===== config.mk =====
export PLATFORM = sky130hd
export DESIGN_NAME = srcd_receive
export DESIGN_NICKNAME = d
export VERILOG_FILES = /design/src/srcd_pkg.sv /design/src/srcd_receive.sv
export SDC_FILE = /design/constraint.sdc
export NUM_CORES = 1
export LEC_CHECK = 0
export ABC_AREA = 1
export BUFFER_PORTS_ARGS = -buffer_cell sky130_fd_sc_hd__buf_4
export CAP_MARGIN = 10
export CORE_ASPECT_RATIO = 0.7
export CORE_MARGIN = 1
export CORE_UTILIZATION = 45
export DETAILED_ROUTE_END_ITERATION = 16
export GPL_ROUTABILITY_DRIVEN = 0
export MAX_ROUTING_LAYER = met4
export PLACE_DENSITY_LB_ADDON = 0.25
export RECOVER_POWER = 25
export SYNTH_ARGS = -nofsm -noshare
export SYNTH_HDL_FRONTEND = slang
export SYNTH_SLANG_ARGS = --single-unit

===== constraint.sdc =====
create_clock -name sys_clk -period 6.3 [get_ports sys_clk]
set_clock_uncertainty 0.1 [all_clocks]
set_input_delay 0.63 -clock sys_clk [delete_from_list [all_inputs] [get_ports sys_clk]]
set_output_delay 0.63 -clock sys_clk [all_outputs]
set_load 0.01 [all_outputs]

===== src/srcd_pkg.sv =====
// Constants for the receive sync and special-character detect block.
// Assumes a single 32-bit AHB-Lite slave port, word accesses only.
package srcd_pkg;
    // Register byte offsets
    localparam logic [7:0] RX_STATUS_OFS = 8'h00;
    localparam logic [7:0] REG_PTR_OFS = 8'h04;
    localparam logic [7:0] SELECT6_OFS = 8'h08;
    localparam logic [7:0] CONTROL_OFS = 8'h0C;
    localparam logic [7:0] SYNC_CHAR_OFS = 8'h10;
    localparam logic [7:0] INT_STATUS_OFS = 8'h14;
    localparam logic [7:0] INT_MASK_OFS = 8'h18;
    // Receive status field positions
    localparam int CHAR_IE_BIT = 4;
    localparam int INDEX_LSB = 8;
    localparam int RX_ACTIVE_BIT = 12;
    localparam int USER_OPT_LSB = 13;
    localparam int CHAR_FLAG_BIT = 15;
    // Pointer register field and the character-detect code (octal 10)
    localparam int PTR_LSB = 8;
    localparam logic [3:0] PTR_CHAR_DETECT = 4'h8;
    // Control register bits
    localparam int CTL_RX_GO_BIT = 0;
    localparam int CTL_TWO_SYNC_BIT = 1;
    localparam int CTL_ACT_ON_DATA_BIT = 2;
    localparam int CTL_DOUBLE_BIT = 3;
    // Interrupt status bits
    localparam int INT_MATCH_BIT = 0;
    localparam int INT_ACTIVE_BIT = 1;
    // Values after reset
    localparam logic [3:0] CONTROL_RESET = 4'h6;
    localparam logic [7:0] SYNC_CHAR_RESET = 8'h96;
    localparam logic [1:0] INT_MASK_RESET = 2'h0;
    // Character geometry
    localparam int CHAR_BITS = 8;
    localparam int TABLE_DEPTH = 16;
    localparam logic [2:0] LAST_BIT = 3'h7;
    // Receive sequencer states
    typedef enum logic [1:0] {HUNT, SYNC_ONE, SYNCED, ACTIVE} srcd_state_t;
endpackage : srcd_pkg


===== src/srcd_receive.sv =====
// Receive synchronisation, special-character table and match logic.
// Assumes modem pins asynchronous to sys_clk; AHB-Lite single slave.
`timescale 1ns/1ps
// How it works
// - With pointer at octal 10, select-six word reads or writes the indexed one of sixteen entries.
// - Index bits writable only when idle and option present; reset zero.
// - Bit 12 shows receiver synchronised and in data transfer mode.
// - Sync gained after one or two consecutive sync characters.
// - Active set at sync, or on first non-sync character after.
// - Reset default: two syncs, active on first non-sync character.
// - Bits 13 and 14 are plain read/write storage, reset zero.
// - Match sets flag bit 15 and latches the matched index.
// - Flag with enable bit 4 set requests a character interrupt.
// - Double mode shifts in at high-byte MSB toward low-byte LSB.
// - Double mode flags only matches sitting in the high byte.
module srcd_receive #(
    parameter bit CHAR_RECOG_PRESENT = 1'b1
) (
    // Clock and reset
    input wire logic sys_clk,
    input wire logic rst,
    // AHB-Lite slave
    input wire logic hsel,
    input wire logic [7:0] haddr,
    input wire logic [1:0] htrans,
    input wire logic hwrite,
    input wire logic [2:0] hsize,
    input wire logic [31:0] hwdata,
    input wire logic hready,
    output logic [31:0] hrdata,
    output logic hreadyout,
    output logic hresp,
    // Modem side
    input wire logic rxSerialData,
    input wire logic rxSerialClk,
    // Transmit side status
    input wire logic txActive,
    // Received data and state
    output logic [15:0] rxWord,
    output logic rxWordValid,
    output logic syncStateOne,
    output logic syncStateTwo,
    // Interrupts
    output logic charIrq,
    output logic irq
);
    import srcd_pkg::*;

    logic [15:0] table_q [TABLE_DEPTH];
    logic [3:0] index_q;
    logic [3:0] ptr_q;
    logic rxActive_q;
    logic [1:0] userOpt_q;
    logic charFlag_q;
    logic charIe_q;
    logic [3:0] control_q;
    logic [7:0] syncChar_q;
    logic [1:0] intStatus_q;
    logic [1:0] intMask_q;
    srcd_state_t state_q;
    logic [15:0] shift_q;
    logic [2:0] bitCnt_q;
    logic slot_q;
    logic [2:0] datSync_q;
    logic [2:0] clkSync_q;
    logic wrPend_q;
    logic rdPend_q;
    logic [7:0] addr_q;
    logic [31:0] hrdata_q;
    logic hreadyout_q;
    logic [15:0] rxWord_q;
    logic rxWordValid_q;
    logic charIrq_q;
    logic irq_q;
    logic accept;
    logic wrStatus;
    logic wrSelect6;
    logic ptrOk;
    logic bitTick;
    logic [15:0] shiftNext;
    logic [7:0] newChar;
    logic charDone;
    logic isSync;
    logic matchHit;
    logic [3:0] matchIdx;
    logic matchEvent;
    logic activeSet;
    logic rxGo;
    logic dataChar;
    logic [31:0] readMux;
    assign rxGo = control_q[CTL_RX_GO_BIT];
    assign accept = hsel && htrans[1] && hready;
    assign wrStatus = wrPend_q && (addr_q == RX_STATUS_OFS);
    assign ptrOk = (ptr_q == PTR_CHAR_DETECT);
    assign wrSelect6 = wrPend_q && (addr_q == SELECT6_OFS) && ptrOk;

    // Bus phases
    always_ff @(posedge sys_clk) begin
        if (rst) begin
            wrPend_q <= 1'b0;
            rdPend_q <= 1'b0;
            addr_q <= 8'h00;
            hreadyout_q <= 1'b1;
            hrdata_q <= 32'h00000000;
        end else begin
            wrPend_q <= accept && hwrite;
            rdPend_q <= accept && !hwrite;
            if (accept) begin
                addr_q <= {haddr[7:2], 2'b00};
            end
            if (accept && !hwrite) begin
                hreadyout_q <= 1'b0;
            end else if (rdPend_q) begin
                hreadyout_q <= 1'b1;
                hrdata_q <= readMux;
            end
        end
    end

    // Read decode, unmapped reads as zero
    always_comb begin
        readMux = 32'h00000000;
        unique case (addr_q)
            RX_STATUS_OFS: begin
                readMux[CHAR_FLAG_BIT] = charFlag_q;
                readMux[USER_OPT_LSB +: 2] = userOpt_q;
                readMux[RX_ACTIVE_BIT] = rxActive_q;
                readMux[INDEX_LSB +: 4] = index_q;
                readMux[CHAR_IE_BIT] = charIe_q;
            end
            REG_PTR_OFS: readMux[PTR_LSB +: 4] = ptr_q;
            SELECT6_OFS: if (ptrOk)
                readMux[15:0] = table_q[index_q];
            CONTROL_OFS: readMux[3:0] = control_q;
            SYNC_CHAR_OFS: readMux[7:0] = syncChar_q;
            INT_STATUS_OFS: readMux[1:0] = intStatus_q;
            INT_MASK_OFS: readMux[1:0] = intMask_q;
            default: readMux = 32'h00000000;
        endcase
    end

    // Software registers
    always_ff @(posedge sys_clk) begin
        if (rst) begin
            ptr_q <= 4'h0;
            userOpt_q <= 2'b00;
            charIe_q <= 1'b0;
            control_q <= CONTROL_RESET;
            syncChar_q <= SYNC_CHAR_RESET;
            intMask_q <= INT_MASK_RESET;
        end else if (wrPend_q) begin
            unique case (addr_q)
                RX_STATUS_OFS: begin
                    userOpt_q <= hwdata[USER_OPT_LSB +: 2];
                    charIe_q <= hwdata[CHAR_IE_BIT];
                end
                REG_PTR_OFS: ptr_q <= hwdata[PTR_LSB +: 4];
                CONTROL_OFS: control_q <= hwdata[3:0];
                SYNC_CHAR_OFS: syncChar_q <= hwdata[7:0];
                INT_MASK_OFS: intMask_q <= hwdata[1:0];
                default: ptr_q <= ptr_q;
            endcase
        end
    end

    // Secondary character table
    always_ff @(posedge sys_clk) begin
        if (wrSelect6) begin
            table_q[index_q] <= hwdata[15:0];
        end
    end

    // Index field: hardware latch on match beats a software write
    always_ff @(posedge sys_clk) begin
        if (rst) begin
            index_q <= 4'h0;
        end else if (matchEvent) begin
            index_q <= matchIdx;
        end else if (wrStatus && !rxActive_q && !txActive
                     && CHAR_RECOG_PRESENT) begin
            index_q <= hwdata[INDEX_LSB +: 4];
        end
    end

    // Modem pin synchronisers
    always_ff @(posedge sys_clk) begin
        if (rst) begin
            datSync_q <= 3'b000;
            clkSync_q <= 3'b000;
        end else begin
            datSync_q <= {datSync_q[1:0], rxSerialData};
            clkSync_q <= {clkSync_q[1:0], rxSerialClk};
        end
    end

    assign bitTick = clkSync_q[1] && !clkSync_q[2];
    assign shiftNext = {datSync_q[1], shift_q[15:1]};
    assign newChar = shiftNext[15:8];
    assign charDone = bitTick && (bitCnt_q == LAST_BIT);
    assign isSync = (newChar == syncChar_q);
    // Table compare, lowest index wins
    always_comb begin
        matchHit = 1'b0;
        matchIdx = 4'h0;
        for (int i = TABLE_DEPTH - 1; i >= 0; i--) begin
            if (table_q[i][CHAR_BITS-1:0] == newChar) begin
                matchHit = 1'b1;
                matchIdx = 4'(i);
            end
        end
    end
    // Data character: first non-sync once synced, then every one
    assign dataChar = charDone && ((state_q == ACTIVE)
        || ((state_q == SYNCED) && !isSync));
    // One compare per character; double mode only in high-byte slot
    assign matchEvent = CHAR_RECOG_PRESENT && dataChar && matchHit
        && (!control_q[CTL_DOUBLE_BIT] || slot_q);
    assign activeSet = !rxActive_q && (state_q == SYNCED)
        && (!control_q[CTL_ACT_ON_DATA_BIT] || dataChar);
    // Shifter and character framing
    always_ff @(posedge sys_clk) begin
        if (rst) begin
            shift_q <= 16'h0000;
            bitCnt_q <= 3'h0;
            slot_q <= 1'b0;
        end else if (!rxGo) begin
            bitCnt_q <= 3'h0;
            slot_q <= 1'b0;
        end else if (bitTick) begin
            shift_q <= shiftNext;
            if (state_q == HUNT) begin
                bitCnt_q <= 3'h0;
                slot_q <= 1'b0;
            end else begin
                bitCnt_q <= bitCnt_q + 3'h1;
                slot_q <= slot_q ^ dataChar;
            end
        end
    end
    // Sync hunt sequencer
    always_ff @(posedge sys_clk) begin
        if (rst) begin
            state_q <= HUNT;
        end else if (!rxGo) begin
            state_q <= HUNT;
        end else if (bitTick) begin
            unique case (state_q)
                HUNT: begin
                    if (isSync) begin
                        state_q <= control_q[CTL_TWO_SYNC_BIT]
                            ? SYNC_ONE : SYNCED;
                    end
                end
                SYNC_ONE: begin
                    if (charDone) begin
                        state_q <= isSync ? SYNCED : HUNT;
                    end
                end
                SYNCED: begin
                    if (charDone && !isSync) begin
                        state_q <= ACTIVE;
                    end
                end
                ACTIVE: state_q <= ACTIVE;
            endcase
        end
    end

    // Receive active and the sync state outputs
    always_ff @(posedge sys_clk) begin
        if (rst || !rxGo) begin
            rxActive_q <= 1'b0;
            syncStateOne <= 1'b0;
            syncStateTwo <= 1'b0;
        end else begin
            if (activeSet) begin
                rxActive_q <= 1'b1;
            end
            syncStateOne <= (state_q == SYNCED) || (state_q == ACTIVE);
            syncStateTwo <= (state_q == SYNCED) || (state_q == ACTIVE);
        end
    end

    // Received data word
    always_ff @(posedge sys_clk) begin
        if (rst) begin
            rxWord_q <= 16'h0000;
            rxWordValid_q <= 1'b0;
        end else begin
            rxWordValid_q <= 1'b0;
            if (dataChar && (!control_q[CTL_DOUBLE_BIT] || slot_q)) begin
                rxWord_q <= shiftNext;
                rxWordValid_q <= 1'b1;
            end
        end
    end
    // Character flag and sticky status, set beats clear
    always_ff @(posedge sys_clk) begin
        if (rst) begin
            charFlag_q <= 1'b0;
            intStatus_q <= 2'b00;
        end else begin
            if (matchEvent) begin
                charFlag_q <= 1'b1;
            end else if (wrStatus && hwdata[CHAR_FLAG_BIT]) begin
                charFlag_q <= 1'b0;
            end
            for (int i = 0; i < 2; i++) begin
                if ((i == INT_MATCH_BIT) ? matchEvent : activeSet) begin
                    intStatus_q[i] <= 1'b1;
                end else if (wrPend_q && addr_q == INT_STATUS_OFS
                             && hwdata[i]) begin
                    intStatus_q[i] <= 1'b0;
                end
            end
        end
    end
    // Interrupt outputs
    always_ff @(posedge sys_clk) begin
        if (rst) begin
            charIrq_q <= 1'b0;
            irq_q <= 1'b0;
        end else begin
            charIrq_q <= charFlag_q && charIe_q;
            irq_q <= |(intStatus_q & intMask_q);
        end
    end
    assign hrdata = hrdata_q;
    assign hreadyout = hreadyout_q;
    assign hresp = 1'b0;
    assign rxWord = rxWord_q;
    assign rxWordValid = rxWordValid_q;
    assign charIrq = charIrq_q;
    assign irq = irq_q;
endmodule : srcd_receive


# Yosys cells after proc, flatten, opt, wreduce, memory -nomap -nowiden
# Memory sizes are Yosys's and may differ from the RTL's. A register that Yosys moved wholly into a read port is not among the register bits.
# Cells that the tools add are included.
# totals
latchBits,0
reg_bits,101
mem_bits_ro,0
n_memories,1
input_bits,53
mem_bits_rw,256
output_inout_bits,55
# mem_list
name,words,width,read_ports,rd_ports_with_merged_regs,wr,line,text
table_q,16,16,17,1,1,srcd_receive.sv:49,logic [15:0] table_q [TABLE_DEPTH];
# classes
div_mod_pow,0
reduce_logical,54
n_mux,62
n_bitwise,4
add_sub_neg,1
multipliers,0
shifts,0
eq_ne,31
magnitude_cmp,0
# ops
op,count
$eq A8 B8 Y1,17
$mux W4,20
$mux W1,28
$logic_and A1 B1 Y1,24
$eq A6 B3 Y1 const B,3
$mux W16,1
$reduce_and A2 Y1,7
$eq A6 B2 Y1 const B,2
$pmux W4 S3,1
$mux W2,5
$pmux W2 S5,1
$reduce_bool A2 Y1,5
$logic_not A1 Y1,8
$logic_not A8 Y1,1
$pmux W2 S4,1
$pmux W4 S2,1
$eq A6 B1 Y1 const B,1
$pmux W2 S3,1
$pmux W3 S2,1
$logic_or A1 B1 Y1,5
$eq A2 B2 Y1 const B,2
$eq A4 B4 Y1 const B,1
$ne A2 B2 Y1 const B,2
$reduce_and A4 Y1,1
11 further kinds,13

# Depth between registers and ports, before layout
# Gate-level depths: netlist of the first run.
# An unclocked memory read counts as a cell.
# depth
ltp_word,23
ltp_mapped,23
mapped_depth_nobuf,22

# Least setup slack after synthesis of the first run
# Ideal clock, no wire load.
# synth_timing
path_kind,reg-to-reg
from,reg addr_q[7]
to,"mem table_q[0][0], enable pin"
path_stages_with_launch,8
required_time_ns,5.812
path_slack_ns,3.936
setup_ns,0.388
path_buffers,0
t_arrival_ns,1.875
period_less_slack_ns,2.364
cell_sequence,dfxtp_1 nor2_1 inv_1 nor2_1 inv_1 nor2_1 nand4_1 nor2_1
# synth_via
elab_chain_len,5
# synth_rtl
element,line,text
"start, declared",srcd_receive.sv:68,logic [7:0] addr_q;
"start signal, assigned",srcd_receive.sv:109,"addr_q <= {haddr[7:2], 2'b00};"
$eq A6 B2 Y1,srcd_receive.sv:95,assign wrSelect6 = wrPend_q && (addr_q == SELECT6_OFS) && ptrOk;
$logic_and A1 B1 Y1 (2 in series),srcd_receive.sv:95,
$mux W1,srcd_receive.sv:168,if (wrSelect6) begin
$mux W1 (not written as such),srcd_receive.sv:169,table_q[index_q] <= hwdata[15:0];
"end, declared",srcd_receive.sv:49,
# Every way passes these cells.

==> flow_summary_export.csv, run 1 <==
group,metric,value,unit
outcome,status,"finished, final reports clean",
floorplanning,die_w,228,um
clocking,cts_tree,"built",
synthesis,synth_edf_count,256,
routing,post-route-drc-count,0,
sta,drv_slew,0,
sta,final.setup.tns,0,ps
synthesis,ys_async_sr_fraction,0,%
power_and_ir_drop,seqPwrFrac,53.2,%
critical_path,crit_fanout,74,
clocking,clockBufferDepth,3,
sta,maxSlewHeadroom,19.9,%
clocking,cts-hold-fix-buffers,0,
sta,rsz0062_at_grt,"no",
routing,routed_wl,45.3,mm
synthesis,synthDistinctLibCells,49,
floorplanning,core_region_area,35000,um2
final_layout,final_cells,2135,
clocking,clock-sinks,360,
critical_path,endpoint_kind,"flop",
critical_path,path_cells,"clkinv_2, buf_4, a21oi_1, o21ai_0, o211ai_1, o21ai_0, o21ai_0, nand2_1, nand2_1, nand2_1, a21oi_1",
critical_path,critPathSlowestCell,"clkinv_2",
routing,antenna_left,0,
final_layout,drive_above_1_share,11.3,%
synthesis,mappedNetlistArea,16200,um2
floorplanning,fp.dieArea,36700,um2
power_and_ir_drop,p_total,4.78,mW
final_layout,synthToLayoutAreaGrowth,12.0,%
floorplanning,die_h,161,um
placed_design,io_buffers,68,
critical_path,critPathArrivalTime,4060,ps
grt,grt_overflow,0,
power_and_ir_drop,p_clk_share,44.2,%
power_and_ir_drop,ir_drop,0.000220,V
final_layout,layout_common_cells,"edfxtp_1 (256), nand2_1 (218), o21ai_0 (208)",
power_and_ir_drop,swShare,21.3,%
sta,setup_viol,0,
sta,worst_pin_slew,1200,ps
placed_design,dp.cells,2071,
synthesis,yosysWarnings,0,
synthesis,syn_avg_cell_area,10.1,um2
floorplanning,placementRows,57,
power_and_ir_drop,p_int,3.76,mW
placed_design,detailedPlace.worstSlack,2640,ps
placed_design,dp_hpwl,28.4,mm
critical_path,required,6660,ps
synthesis,ys.flop_type,"edfxtp_1",
critical_path,cpPeakStageDelay,860,ps
synthesis,synth_top_family_by_area,"simple AND/OR/NAND/NOR gates",
final_layout,diodes,0,
routing,via_per_inst,5.66,
critical_path,cp-start-kind,"flop",
floorplanning,initial_core_util,46.1,%
final_layout,final_area,18100,um2
placed_design,placed_cell_area,17000,um2
synthesis,yosys.area_share.simple,14.1,%
sta,fmax,0.270,GHz
power_and_ir_drop,power_density,264,nW/um2
clocking,clock_latency,540,ps
critical_path,path_class,"flop to flop",
grt,antenna_found_initial,0,
clocking,cts_resized,0,
clocking,cts_setup_buffers,0,
clocking,h-tree-depth,2,
routing,drt_pass1_iterations,5,
synthesis,syn_inst,1599,
routing,vias,12100,
routing,drt_iter0_markers,1523,
flow_run,cap_violations,0,
grt,grt_pass1_vias,11300,
sta,fin_crit,3700,ps
power_and_ir_drop,switching_power,1.02,mW
synthesis,synth_fa_ha_area_share,0.155,%
min_path,hold_class,"input pin to flop",
clocking,numCtsBuffers,35,
grt,grt.total_usage,25.4,%
synthesis,ys_seq_elements,360,
power_and_ir_drop,power.leakage,6.37,nW
synthesis,synthXorXnorAreaFrac,5.45,%
sta,finalHoldViolations,0,
power_and_ir_drop,combPwrFrac,2.6,%
clocking,cts.reportedPaths.clkPinSlew,70,ps
floorplanning,io_pins,108,
synthesis,ys_seq_area_share,60.5,%
critical_path,path_buf_inv,2,
grt,grt_max_degree,75,
synthesis,synth.area.mux_share,0,%
sta,fin_hold_ws,211,ps
routing,wl_per_cell,21.2,um
sta,period_share,58.7,%
final_layout,finish.utilization,51.6,%
grt,grt_pass1_wl,68.7,mm
critical_path,crit_family,"buffers and inverters",
sta,fin_ws,2600,ps
final_layout,layout.nets,1692,
final_layout,layout_commonest_cell,"edfxtp_1",
synthesis,synth_compound_area_share,13.9,%
clocking,cts-root-buf,"clkbuf_16",
-- state kept, by name, summed over array words and instances, names as in the netlist, 3 cells and up, named ones only --
register / count
addr_q: 6
bitCnt_q: 3
clkSync_q: 3
control_q: 4
hrdata: 16
index_q: 4
ptr_q: 4
rxWord: 16
shift_q: 15
syncChar_q: 8
table_q: 256
-- logic make-up after synthesis --
logic type,after synthesis
simple gates,528
compound gates,403
flops,360
buf+inv,207
xor+xnor,98
fa+ha+maj,2
other cells,1
-- synth_stat cells (16+ instances only) --
cell type    n  area (um2)
xor2_1      16         140
buf_4       20         150
dfxtp_1    104        2080
xnor2_1     79         692
o221ai_1    32         280
nand4_1     23         144
edfxtp_1   256        7690
o21ai_0    208        1040
o22ai_1     24         150
nand2_1    218         818
nor2_1     194         728
a21oi_1    109         546
clkbuf_1    63         236
nand3_1     39         195
inv_1       89         334
-- cell type report --
type	count	area (um2)
fill	3066	16900
sequential	360	9770
multi-input combinational	1048	5540
clock buffer	45	976
timing repair buffer	92	669
tap	472	591
inverter	100	377
clock inverter	18	163
-- power groups by stage --
stage | Clock [mW] | Sequential, mW | Combinational, mW
2_1_floorplan | 0 | 2.59 | 0.0674
3_3_place_gp | 0 | 2.59 | 0.124
3_5_place_dp | 0 | 2.59 | 0.127
4_1_cts | 2.13 | 2.54 | 0.127
5_1_grt | 2.23 | 2.54 | 0.137
6_report | 2.11 | 2.54 | 0.125
-- tightest hold or removal path, stage by stage --
cell	delay, ps
buf_4	70
inv_1	30
nor2_1	70
-- final timing paths --
kind	start	to	slack (ps)	cells past startpoint
worst max-delay path	flop	hrdata[0]	2600	11
worst min-delay path	rxSerialData	datSync_q[0]	210	3
worst max register to register	flop	hrdata[0]	2600	11
worst min register to register	clkSync_q[0]	clkSync_q[1]	310	2
-- layer usage --
| metal | vias to the layer above | share of wire [%] | GRT usage, % |
|---|---|---|---|
| met5 | - | 0 | - |
| met4 | 0 | 1.5 | 5.03 |
| met3 | 50 | 10 | 5.40 |
| met2 | 608 | 42 | 35.8 |
| met1 | 5804 | 46 | 37.6 |
| li1 | 5627 | - | - |
Note: power is estimated with default switching activity, not from simulation.
==> run 2, diff against run 1 <==
--- a/config.mk
+++ b/config.mk
@@ -5,7 +5,7 @@
 export SDC_FILE = /design/constraint.sdc
 export NUM_CORES = 1
 export LEC_CHECK = 0
-export ABC_AREA = 1
+export ABC_AREA = 0
 export BUFFER_PORTS_ARGS = -buffer_cell sky130_fd_sc_hd__buf_4
 export CAP_MARGIN = 10
 export CORE_ASPECT_RATIO = 0.7
==> constraint.sdc (replaced) <==
create_clock -name sys_clk -period 3.1 [get_ports sys_clk]
set_clock_uncertainty 0.1 [all_clocks]
set_input_delay 0.31 -clock sys_clk [delete_from_list [all_inputs] [get_ports sys_clk]]
set_output_delay 0.31 -clock sys_clk [all_outputs]
set_load 0.01 [all_outputs]
==> run 2 against run 1 <==
Compared with the run above: wire length fell by 14%; first-iteration DRC count down 34%; die area is 2.7% lower; final cell count down 20%; utilization rose by 2.8 points; register-to-register slack worse by 2300 ps; critical path type unchanged; largest power group unchanged.
==> flow_summary_export.csv, run 2 <==
group,metric,value,unit
final_layout,largest_reg_flops,256,
routing,antenna_left,0,
floorplanning,core_region_area,33900,um2
sta,finalHoldViolations,0,
final_layout,layout_common_cells,"edfxtp_1 (256), dfxtp_1 (101), buf_4 (100)",
routing,vias,9607,
synthesis,synth_largest_area_cell,"edfxtp_1",
clocking,cts_tree,"built",
routing,drt_iter0_markers,1010,
synthesis,yosysTopAreaCellShare,48.9,%
critical_path,crit_fanout,18,
final_layout,top_register,"table_q",
synthesis,synthDistinctLibCells,54,
placed_design,placed_cell_area,17100,um2
synthesis,synth_edf_count,256,
grt,grt_max_degree,63,
critical_path,cpPeakStageDelay,480,ps
floorplanning,io_pins,108,
final_layout,layout_commonest_cell,"edfxtp_1",
clocking,h-tree-depth,2,
synthesis,ys_async_sr_fraction,0,%
final_layout,finish.utilization,54.4,%
clocking,clock-sinks,360,
synthesis,synthTopCellsByArea,"edfxtp_1 (49%), dfxtp_1 (13%), mux4_2 (10%)",
sta,maxSlewHeadroom,14.6,%
synthesis,syn_avg_cell_area,14.2,um2
critical_path,cp-start-kind,"flop",
sta,fin_crit,2800,ps
clocking,cts.reportedPaths.clkPinSlew,60,ps
synthesis,ys.flop_type,"edfxtp_1",
final_layout,multi_input_area,5570,um2
synthesis,synth.most_common_cell,"edfxtp_1",
synthesis,yosysWarnings,0,
synthesis,syn_inst,1107,
synthesis,ys_seq_elements,360,
final_layout,drive_above_1_share,22.5,%
synthesis,synth_common_cells,"edfxtp_1 (256), dfxtp_1 (104), nor2_1 (95), xnor2_1 (73), mux4_2 (71)",
final_layout,diodes,0,
routing,routed_wl,39.0,mm
final_layout,final_area,18500,um2
final_layout,layout.nets,1272,
clocking,cts-root-buf,"clkbuf_16",
flow_run,cap_violations,0,
sta,drv_slew,0,
power_and_ir_drop,power.leakage,6.18,nW
routing,drt_pass1_iterations,5,
sta,worst_pin_slew,1280,ps
placed_design,dp_hpwl,26.1,mm
critical_path,path_cells,"buf_12, xor2_1, nor4_1, nand2_1, and4_1, a41oi_2, nor2_2, a211oi_1",
outcome,status,"finished, final reports clean",
critical_path,critPathSlowestCell,"dfxtp_1",
clocking,numCtsBuffers,36,
sta,final.setup.tns,0,ps
synthesis,mappedNetlistArea,15700,um2
clocking,clock_latency,540,ps
synthesis,ys_seq_area_share,62.2,%
sta,fmax,0.357,GHz
final_layout,seqCellArea,9780,um2
final_layout,fillCellCount,2803,
clocking,cts_setup_buffers,0,
grt,antenna_found_initial,1,
grt,grt_pass1_wl,58.7,mm
critical_path,endpoint_kind,"flop",
routing,post-route-drc-count,0,
routing,wl_per_cell,22.8,um
floorplanning,fp.dieArea,35700,um2
min_path,hold_class,"input pin to flop",
power_and_ir_drop,ir_drop,0.000473,V
sta,rsz0062_at_grt,"no",
final_layout,final_cells,1708,
critical_path,path_class,"flop to flop",
floorplanning,die_w,225,um
floorplanning,initial_core_util,46.3,%
routing,via_per_inst,5.62,
clocking,clockBufferDepth,3,
grt,grt.total_usage,23.0,%
critical_path,required,3430,ps
floorplanning,die_h,158,um
power_and_ir_drop,power_density,541,nW/um2
floorplanning,placementRows,56,
grt,grt_pass1_vias,9209,
sta,period_share,90.3,%
critical_path,critPathArrivalTime,3130,ps
grt,grt_overflow,0,
final_layout,synthToLayoutAreaGrowth,17.5,%
placed_design,io_buffers,68,
placed_design,dp.cells,1629,
sta,setup_viol,0,
## run 2: worst max-delay path, delay by kind of cell (launching register included)
| family | cells | cell delay, ps |
|---|---|---|
| and+or+nand+nor | 4 | 1030 |
| DFF | 1 | 480 |
| buffers and inverters | 1 | 230 |
| xor gates and xnor gates | 1 | 90 |
| AOI/OAI and AO/OA | 2 | 740 |
## run 2: final timing paths
path / from / endpoint / slack, ps / depth (start not counted)
max: shift_q[13] / flop / 300 / 8
min: rst / clkSync_q[2] / 180 / 2
max reg2reg: shift_q[13] / flop / 300 / 8
min reg2reg: datSync_q[0] / datSync_q[1] / 350 / 1
## run 2: final cells by class
type	count	area share (%)
flip-flops and latches	360	53.0
multi-input cells	673	30.2
repair buffers	142	6.89
clock buffers	47	5.55
well taps	464	3.15
clock inverters	18	1.21
inverters	4	0.0813
## run 2: kinds of logic (layout without fill, tap and decap cells)
logic type | count (synthesis) | count (layout) | share of synthesized area [%]
compound gates | 128 | 128 | 5.33
mux | 116 | 116 | 13.1
flops | 360 | 360 | 62.2
buf+inv | 90 | 211 | 3.12
other cells | 1 | 17 | 0.0239
simple gates | 273 | 273 | 8.43
fa+ha+maj | 2 | 2 | 0.159
xor+xnor | 137 | 137 | 7.64
## run 2: through the flow
step	total power, mW	hold slack (ps)	worst slack (ps)
final	9.99	180	300
after CTS	10.1	8.67	387
after detailed placement	5.51	349	415
after global routing	10.3	197	179
after floorplan	5.39	287	146
after global placement	5.51	319	462
## run 2: where the power goes
part / leakage (nW) / total (mW) / switching, mW / internal [mW]
Sequential: 3.14 / 5.16 / 0.00954 / 5.15
Clock: 0.613 / 4.58 / 1.89 / 2.69
Combinational: 2.43 / 0.251 / 0.168 / 0.0831
## run 2: repair_timing
action | CTS | global route
hold buffers | 14 | 0
endpoints found under the hold margin | 91 | 0
resized for setup | 0 | 0
setup endpoints to repair | 0 | 0
## run 2: per-layer routing
metal	share of wire [%]	up-vias	GRT usage [%]	wire [um]
met3	8.4	50	4.74	3270
met2	42	345	31.4	16300
li1	-	4347	-	-
met4	1.5	0	4.92	572
met1	48	4865	35.0	18900
met5	0	-	-	0
